--- src/shared/debug_exit_params.svh ---
`ifndef DEBUG_EXIT_PARAMS_SVH
`define DEBUG_EXIT_PARAMS_SVH
// Scan chain layout: flag is the top bit, shifted first
`define CHAIN_LEN        33
`define INSTR_LEN        32
`define SPEED_FLAG_BIT   32
`define NOP_WORD         32'hE1A00000
`define BRANCH_BASE      32'hEA000000
`define BRANCH_OFS_MASK  32'h00FFFFFF
// Program counter advances in addresses; breakpoint sizes in bytes
`define PC_ENTRY_BKPT    32'h00000004
`define PC_ENTRY_WATCH   32'h00000004
`define PC_ENTRY_REQ     32'h00000004
`define PC_PER_DEBUG     32'h00000001
`define PC_PER_SYSTEM    32'h00000005
`define BKPT_BYTES_FULL  32'h00000010
`define BKPT_BYTES_HALF  32'h00000008
`define REFETCH_COUNT    2'h3
// Link clock divider half period in system clocks
`define TCK_HALF_DIV     4'h4
`endif

--- src/shared/debug_exit_pkg.sv ---
package debug_exit_pkg;
  typedef enum logic [1:0] {
    ENTRY_BREAKPOINT,
    ENTRY_WATCHPOINT,
    ENTRY_REQUEST
  } entry_cause_type;

  typedef enum {
    CORE_RUN,
    CORE_DEBUG,
    CORE_SYSTEM,
    CORE_REFETCH
  } core_state_type;
endpackage : debug_exit_pkg

--- src/shared/debug_link_if.sv ---
`timescale 1ns/1ps
interface debug_link_if;
  logic tck;
  logic tdi;
  logic capture;
  logic restart_sel;
  logic run_idle;
  logic tdo;

  modport debugger (
    output tck,
    output tdi,
    output capture,
    output restart_sel,
    output run_idle,
    input  tdo
  );
  modport device (
    input  tck,
    input  tdi,
    input  capture,
    input  restart_sel,
    input  run_idle,
    output tdo
  );
endinterface : debug_link_if

--- src/edge_sync.sv ---
`timescale 1ns/1ps
module edge_sync (
  input  wire logic clk,
  input  wire logic reset_n,
  input  wire logic async_in,
  output logic      level_out,
  output logic      rise_out
);
  logic meta_r;
  logic sync_r;
  logic prev_r;

  always_ff @(posedge clk or negedge reset_n) begin
    if (!reset_n) begin
      meta_r <= 1'b0;
      sync_r <= 1'b0;
      prev_r <= 1'b0;
    end else begin
      meta_r <= async_in;
      sync_r <= meta_r;
      prev_r <= sync_r;
    end
  end

  assign level_out = sync_r;
  assign rise_out  = sync_r & ~prev_r;
endmodule : edge_sync

--- src/debug_exit_core.sv ---
//======================================================================
`timescale 1ns/1ps
module debug_exit_core #(
  parameter int FETCH_CYCLES = 2
) (
  input  wire logic                            clk,
  input  wire logic                            reset_n,
  debug_link_if.device                         link,
  input  wire logic                            enter_debug,
  input  wire debug_exit_pkg::entry_cause_type entry_cause,
  input  wire logic                            half_width_state,
  input  wire logic                            abort_pending,
  input  wire logic                            exception_pending,
  input  wire logic                            access_abort,
  output logic                                 debug_acknowledge,
  output logic                                 fetch_strobe,
  output logic                                 abort_mode,
  output logic                                 exception_mode,
  output logic [31:0]                          pc_value,
  output logic [31:0]                          pc_bytes,
  output logic [31:0]                          last_instr
);
`include "debug_exit_params.svh"

  //====================================================================
  // Link inputs pass two flops before use
  logic tck_rise;
  logic tdi_lvl;
  logic cap_lvl;
  logic rst_sel_lvl;
  logic idle_rise;

  edge_sync u_tck (.clk(clk), .reset_n(reset_n), .async_in(link.tck),
    .level_out(), .rise_out(tck_rise));
  edge_sync u_tdi (.clk(clk), .reset_n(reset_n), .async_in(link.tdi),
    .level_out(tdi_lvl), .rise_out());
  edge_sync u_cap (.clk(clk), .reset_n(reset_n), .async_in(link.capture),
    .level_out(cap_lvl), .rise_out());
  edge_sync u_sel (.clk(clk), .reset_n(reset_n),
    .async_in(link.restart_sel), .level_out(rst_sel_lvl),
    .rise_out());
  edge_sync u_idl (.clk(clk), .reset_n(reset_n), .async_in(link.run_idle),
    .level_out(), .rise_out(idle_rise));

  //====================================================================
  // Scan chain and pipeline load
  logic [`CHAIN_LEN-1:0]      chain_r;
  logic                       cap_d_r;
  logic                       load_pulse;
  logic                       flag_pending_r;
  debug_exit_pkg::core_state_type state_r;

  assign load_pulse = cap_lvl & ~cap_d_r;

  always_ff @(posedge clk or negedge reset_n) begin
    if (!reset_n) begin
      chain_r <= '0;
      cap_d_r <= 1'b0;
    end else begin
      cap_d_r <= cap_lvl;
      if (tck_rise && !cap_lvl && state_r == debug_exit_pkg::CORE_DEBUG)
        chain_r <= {chain_r[`CHAIN_LEN-2:0], tdi_lvl};
    end
  end

  // Loaded speed flag; dropped whenever the core leaves debug
  always_ff @(posedge clk or negedge reset_n) begin
    if (!reset_n) begin
      flag_pending_r <= 1'b0;
      last_instr     <= '0;
    end else if (load_pulse && state_r == debug_exit_pkg::CORE_DEBUG) begin
      flag_pending_r <= chain_r[`SPEED_FLAG_BIT];
      last_instr     <= chain_r[`INSTR_LEN-1:0];
    end else if (state_r != debug_exit_pkg::CORE_DEBUG) begin
      flag_pending_r <= 1'b0;
    end
  end

  always_ff @(posedge clk or negedge reset_n) begin
    if (!reset_n)
      link.tdo <= 1'b0;
    else
      link.tdo <= chain_r[`CHAIN_LEN-1];
  end

  //====================================================================
  // Core state and acknowledge
  logic [1:0] fetch_cnt_r;
  logic [3:0] cyc_r;
  logic       sys_mode_r;
  logic       fetch_now;
  logic       resume;
  logic       sys_done_r;

  assign fetch_now = (cyc_r == 4'(FETCH_CYCLES - 1));
  // Resume only on run-idle entry so several cores can restart together
  assign resume = idle_rise & rst_sel_lvl & flag_pending_r;

  always_ff @(posedge clk or negedge reset_n) begin
    if (!reset_n) begin
      state_r     <= debug_exit_pkg::CORE_RUN;
      fetch_cnt_r <= '0;
      cyc_r       <= '0;
      sys_mode_r  <= 1'b0;
    end else begin
      cyc_r <= fetch_now ? '0 : cyc_r + 4'h1;
      case (state_r)
        debug_exit_pkg::CORE_RUN: begin
          // Held off while an abort or exception is still being taken
          if (enter_debug && !abort_pending && !exception_pending)
            state_r <= debug_exit_pkg::CORE_DEBUG;
        end
        debug_exit_pkg::CORE_DEBUG: begin
          if (resume) begin
            sys_mode_r  <= 1'b1;
            fetch_cnt_r <= '0;
            // System access returns to debug by itself
            state_r <= (last_instr == `NOP_WORD && sys_mode_r)
                       ? debug_exit_pkg::CORE_REFETCH
                       : debug_exit_pkg::CORE_SYSTEM;
          end
        end
        debug_exit_pkg::CORE_SYSTEM: begin
          if (fetch_now)
            state_r <= debug_exit_pkg::CORE_DEBUG;
        end
        debug_exit_pkg::CORE_REFETCH: begin
          if (fetch_now) begin
            fetch_cnt_r <= fetch_cnt_r + 2'h1;
            if (fetch_cnt_r == `REFETCH_COUNT - 2'h1) begin
              state_r    <= debug_exit_pkg::CORE_RUN;
              sys_mode_r <= 1'b0;
            end
          end
        end
        default: state_r <= debug_exit_pkg::CORE_RUN;
      endcase
    end
  end

  // One cycle low after a system access, in the cycle after its strobe
  always_ff @(posedge clk or negedge reset_n) begin
    if (!reset_n) begin
      debug_acknowledge <= 1'b0;
      fetch_strobe      <= 1'b0;
      sys_done_r        <= 1'b0;
    end else begin
      sys_done_r <= state_r == debug_exit_pkg::CORE_SYSTEM && fetch_now;
      debug_acknowledge <= state_r != debug_exit_pkg::CORE_RUN &&
                           !sys_done_r;
      fetch_strobe <= fetch_now &&
                      state_r != debug_exit_pkg::CORE_DEBUG;
    end
  end

  //====================================================================
  // Exception modes
  always_ff @(posedge clk or negedge reset_n) begin
    if (!reset_n) begin
      abort_mode     <= 1'b0;
      exception_mode <= 1'b0;
    end else begin
      if (state_r == debug_exit_pkg::CORE_SYSTEM && access_abort)
        abort_mode <= 1'b1;
      else if (state_r == debug_exit_pkg::CORE_RUN && abort_pending)
        abort_mode <= 1'b1;
      else if (state_r == debug_exit_pkg::CORE_REFETCH)
        abort_mode <= 1'b0;
      // Sticky: debug is entered in the mode of the exception taken
      if (state_r == debug_exit_pkg::CORE_RUN && exception_pending)
        exception_mode <= 1'b1;
      else if (state_r == debug_exit_pkg::CORE_REFETCH)
        exception_mode <= 1'b0;
    end
  end

  //====================================================================
  // Program counter tracking
  function automatic logic [31:0] entry_adv(
    input debug_exit_pkg::entry_cause_type c);
    case (c)
      debug_exit_pkg::ENTRY_WATCHPOINT: entry_adv = `PC_ENTRY_WATCH;
      debug_exit_pkg::ENTRY_REQUEST:    entry_adv = `PC_ENTRY_REQ;
      default:                          entry_adv = `PC_ENTRY_BKPT;
    endcase
  endfunction : entry_adv

  always_ff @(posedge clk or negedge reset_n) begin
    if (!reset_n) begin
      pc_value <= '0;
      pc_bytes <= '0;
    end else if (state_r == debug_exit_pkg::CORE_RUN && enter_debug &&
                 !abort_pending && !exception_pending) begin
      pc_value <= pc_value + entry_adv(entry_cause);
      pc_bytes <= half_width_state ? `BKPT_BYTES_HALF
                                   : `BKPT_BYTES_FULL;
    end else if (state_r == debug_exit_pkg::CORE_DEBUG && load_pulse) begin
      pc_value <= pc_value + `PC_PER_DEBUG;
    end else if (state_r == debug_exit_pkg::CORE_SYSTEM && fetch_now) begin
      pc_value <= pc_value + `PC_PER_SYSTEM;
    end else if (state_r == debug_exit_pkg::CORE_REFETCH && fetch_now &&
                 fetch_cnt_r == `REFETCH_COUNT - 2'h1) begin
      pc_value <= '0;
    end
  end
endmodule : debug_exit_core

--- src/flat_wrapper.sv ---
// flat-port wrapper written by rule: the top's interface ports become plain ports
module debug_exit_core_flat 
#(
  parameter int FETCH_CYCLES = 2
)
  (clk, reset_n, enter_debug, entry_cause, half_width_state, abort_pending, exception_pending, access_abort, debug_acknowledge, fetch_strobe, abort_mode, exception_mode, pc_value, pc_bytes, last_instr, link_tck, link_tdi, link_capture, link_restart_sel, link_run_idle, link_tdo);
  debug_link_if link_i ();
  input  wire logic clk;
  input  wire logic reset_n;
  input  wire logic enter_debug;
  input  wire debug_exit_pkg::entry_cause_type entry_cause;
  input  wire logic half_width_state;
  input  wire logic abort_pending;
  input  wire logic exception_pending;
  input  wire logic access_abort;
  output logic debug_acknowledge;
  output logic fetch_strobe;
  output logic abort_mode;
  output logic exception_mode;
  output logic [31:0] pc_value;
  output logic [31:0] pc_bytes;
  output logic [31:0] last_instr;
  input wire logic [$bits(link_i.tck)-1:0] link_tck;
  input wire logic [$bits(link_i.tdi)-1:0] link_tdi;
  input wire logic [$bits(link_i.capture)-1:0] link_capture;
  input wire logic [$bits(link_i.restart_sel)-1:0] link_restart_sel;
  input wire logic [$bits(link_i.run_idle)-1:0] link_run_idle;
  output wire logic [$bits(link_i.tdo)-1:0] link_tdo;
  assign link_i.tck = link_tck;
  assign link_i.tdi = link_tdi;
  assign link_i.capture = link_capture;
  assign link_i.restart_sel = link_restart_sel;
  assign link_i.run_idle = link_run_idle;
  assign link_tdo = link_i.tdo;
  debug_exit_core #(.FETCH_CYCLES(FETCH_CYCLES)) u_core (.clk(clk), .reset_n(reset_n), .link(link_i), .enter_debug(enter_debug), .entry_cause(entry_cause), .half_width_state(half_width_state), .abort_pending(abort_pending), .exception_pending(exception_pending), .access_abort(access_abort), .debug_acknowledge(debug_acknowledge), .fetch_strobe(fetch_strobe), .abort_mode(abort_mode), .exception_mode(exception_mode), .pc_value(pc_value), .pc_bytes(pc_bytes), .last_instr(last_instr));
endmodule
--- config.mk ---
export PLATFORM = sky130hd
export DESIGN_NAME = debug_exit_core_flat
export DESIGN_NICKNAME = d
export VERILOG_FILES = /design/src/shared/debug_exit_pkg.sv /design/src/shared/debug_link_if.sv /design/src/edge_sync.sv /design/src/debug_exit_core.sv /design/src/flat_wrapper.sv
export VERILOG_INCLUDE_DIRS = /design/src /design/src/shared
export SDC_FILE = /design/constraint.sdc
export NUM_CORES = 1
export LEC_CHECK = 0
export ABC_CLOCK_PERIOD_IN_PS = 6710
export BUFFER_PORTS_ARGS = -buffer_cell sky130_fd_sc_hd__buf_2
export CORE_AREA = 2 2 121 123
export DETAILED_ROUTE_END_ITERATION = 10
export DIE_AREA = 0 0 123 125
export HOLD_SLACK_MARGIN = 0.05
export PLACE_DENSITY_LB_ADDON = 0.3
export RECOVER_POWER = 100
export SYNTH_ARGS = -nofsm -noshare
export SYNTH_HDL_FRONTEND = slang
export SYNTH_SLANG_ARGS = --single-unit
--- constraint.sdc ---
create_clock -name clk -period 6.71 [get_ports clk]
set_input_delay 1.342 -clock clk [delete_from_list [all_inputs] [get_ports clk]]
set_output_delay 1.342 -clock clk [all_outputs]
set_load 0.01 [all_outputs]
==> summary.md <==
| Metric | Value |
|---|---|
| Slew Limit Fails | roughly 100 |
| Post-Synth Adder-Cell Area | less than 1% |
| Initial antenna violation count | 0 |
| Simple-gate area share of the yosys netlist | a little over a fifth |
| Ratio of cells with drive above 1 in the final layout | 11.39% |
| Site row count | 44 |
| Synth top area share | 47.68% |
| Seq/Total Area, Yosys | 47.68% |
| Critical Path AT | approximately 5.0 ns |
| CP Capture Point | u_core.pc_value[30] |
| Final Hold Viols | 0 |
| Pre-CTS setup slack | 2.921 ns |
| Worst-Skew Late Latency | 0.42 ns |
| Avg Cell Area, Syn | between 9 and 10 um^2 |
| FF-to-FF Start | u_core.cyc_r[1] |
| Drt via density | about 6.0 |
| Port buffer count | 82 |
| CTS tree | done |
| R2R depth | 7 |
| Clock Sinks | 128 |
| Compound-gate portion of the synthesized area | 14.97% |
| Setup WS post-layout | a little under 2 ns |
| Top area cells in the synthesized netlist | dfrtp_1 48%, nand2_1 7.7%, mux2_2 5.9% |
| Post-CTS setup buffers | 0 |
| Critical Path Sink Type | register |
| Die Span X | 123 um |
| Post_cts resized | 0 |
| Crit-path max FO | 26 |
| Minimum clock period | 4.724 ns |
| Count leader, synth | nand2_1 |
| Fin Hold WS | 0.3460 ns |
| Overall Global Routing Usage | 24.39% |
| Post-synthesis mux area share | about 6.5% |
| Slew headroom | -113.4% |
| DRC viols | 0 |
| Async SR Flop Fraction | 100.0% |
| DP HPWL | 12000 um |
| Initial Utilization | 47.30% |
| Synth Instances | 720 |
| Failing checks | capacitance limit, slew limit |
| CP Launch Point | u_core.cyc_r[1] |
| Gpl congestion | 0.9328 |
| Worst slew pin tran | roughly 3.2 ns |
| Wirelength per Cell | 18.55 um |
| Synth cell types | 68 |
| CTS Root Cell | clkbuf_16 |
| H-tree depth | 4 |
| Final setup viols | 0 |
| Vias in the first global route | approximately 5700 |
| Yosys warns | 0 |
| I/O pin cnt | 115 |
| Yosys reg bits | 128 |
| Outcome | finished, violations left |
| Die footprint | 0.01538 mm^2 |
| Max-cap violation count | 3 |
| Peak VDD IR | 0.0002272 V |
| Setup TNS | 0 ns |
| DRT iter0 DRCs | 597 |
| Hold WC Path Type | reg -> reg |
| Yosys top cell by area | dfrtp_1 |
| Die Height | 125 um |
| CTS Hold Bufs | 0 |
| CTS clk-pin slew, worst paths | 0.06 ns |
| Cell area power density | 291.1 mW/mm^2 |
| Largest family of logic cells by synthesized area | simple AND/OR/NAND/NOR gates |
| First-pass GRT wire length | 29510 um |
| Antenna Cells | 0 |
| Startpoint Class | register |
| Reg-to-reg endpoint | u_core.pc_value[30] |
| Leakage | 3.339 nW |
| Number of synthesized flops with an enable pin | 0 |
| Netlist area before placement | ~0.0067 mm^2 |
| Num CTS Buffers | 17 |
| # fillers | between 1000 and 1500 |
| Synth top cells by count | 138 x nand2_1, 128 x dfrtp_1, 48 x a21oi_1, 41 x nor2_1, 40 x o21ai_0 |
| Max Buffers Root-to-Sink | 2 |
| Post-layout nets | 804 |
| Reg2Reg Setup Slack | 1.99 ns |
| Final ANT Viol Nets | 0 |
| GRT overflow | 0 |
| Post-Synth XOR/XNOR Area | 1.565% |
| Total wire length | 18230 um |
| Area delta synth->final | 12.91% |
| CP required | 7.03 ns |
| Final period util | 70.41% |
| DRT Pass-1 Iters | 5 |
| Clk_skew | 0.01069 ns |
| Core area | about 0.014 mm^2 |
| Largest net degree at the start of global routing | 73 |
| CP Class | reg -> reg |
| RSZ-0062 raised after global routing | false |
| Synth Flop Type | dfrtp_1 |
| Via count | 5920 |
| Max frequency | 211.7 MHz |
-- through the flow --
step,instance area (um^2),utilization [%],total power [mW],std cells
finish,7585,53.40,2.208,983
floorplan,6827,-,1.184,749
global route,7585,53.40,2.307,983
detailed placement,7138,50.26,1.323,951
CTS,7725,54.39,2.234,983
global placement,7138,50.26,1.308,951
-- worst max-delay path, cell delays in order (launching register included) --
cell and delay (ns):
dfrtp_1 0.42, nor4b_1 1.52, nand3_4 0.53, inv_1 0.84
a22oi_1 0.21, o21ai_0 0.46, a41oi_1 0.28, o41ai_2 0.35
-- metal layers --
layer	wire, um	vias to the layer above	GRT usage (%)	share of wire, %
met3	1430	45	5.611	7.8
li1	-	2660	-	-
met4	379	0	8.422	2.1
met5	0	-	0	0
met1	7553	2918	32.11	41
met2	8870	297	39.58	49
-- layout by cell type (no fill, tap or decap), types with 18 or more instances in the layout --
master,count
mux2_2,35
nand4_1,18
o21ai_0,41
dfrtp_1,128
nand2_1,138
conb_1,30
a21oi_1,48
nor2_1,41
clkbuf_1,75
-- power breakdown --
part / internal (mW) / switching, mW / leakage (nW)
Sequential: 0.852 / 0.131 / 1.68
Combinational: 0.117 / 0.203 / 1.38
Clock: 0.551 / 0.354 / 0.282
Total: 1.52 / 0.688 / 3.34
-- cell families after synthesis --
| group | count (synthesis) |
|---|---|
| AND/OR/NAND/NOR | 296 |
| AO/OA/AOI/OAI | 159 |
| flip-flops | 128 |
| buffers and inverters | 81 |
| multiplexers | 39 |
| XOR/XNOR | 12 |
| adder cells (fa/ha/maj) | 4 |
| other | 1 |
-- final cells by class --
cell class / count / area [um^2] / share of cell area, %
timing repair buffer: 88 / 356.6 / 4.701
clock buffer: 21 / 480.5 / 6.335
multi-input combinational: 540 / 3167 / 41.75
clock inverter: 11 / 106.4 / 1.402
sequential: 128 / 3203 / 42.23
inverter: 11 / 41.29 / 0.5444
tap: 184 / 230.2 / 3.035
-- how the worst min path moves through the flow --
stage | startpoint | end | slack (ns) | cells past startpoint
detailed placement | u_core.u_tck.meta_r | u_core.u_tck.level_out | 0.34 | 0
floorplan | u_core.u_cap.meta_r | u_core.u_cap.level_out | 0.33 | 0
CTS | u_core.u_tck.meta_r | u_core.u_tck.level_out | 0.35 | 0
finish | u_core.u_tck.meta_r | u_core.u_tck.level_out | 0.35 | 0
global placement | u_core.u_tdi.meta_r | u_core.u_tdi.level_out | 0.34 | 0
global route | u_core.u_tck.meta_r | u_core.u_tck.level_out | 0.35 | 0
-- state kept, by name, indices dropped and copies added, names as in the netlist, 2 cells and up --
signal,count
u_core.state_r,2
u_core.last_instr,32
u_core.pc_bytes,2
u_core.cyc_r,4
u_core.chain_r,33
u_core.pc_value,32
u_core.fetch_cnt_r,2
(Power assumes the default switching activity.)
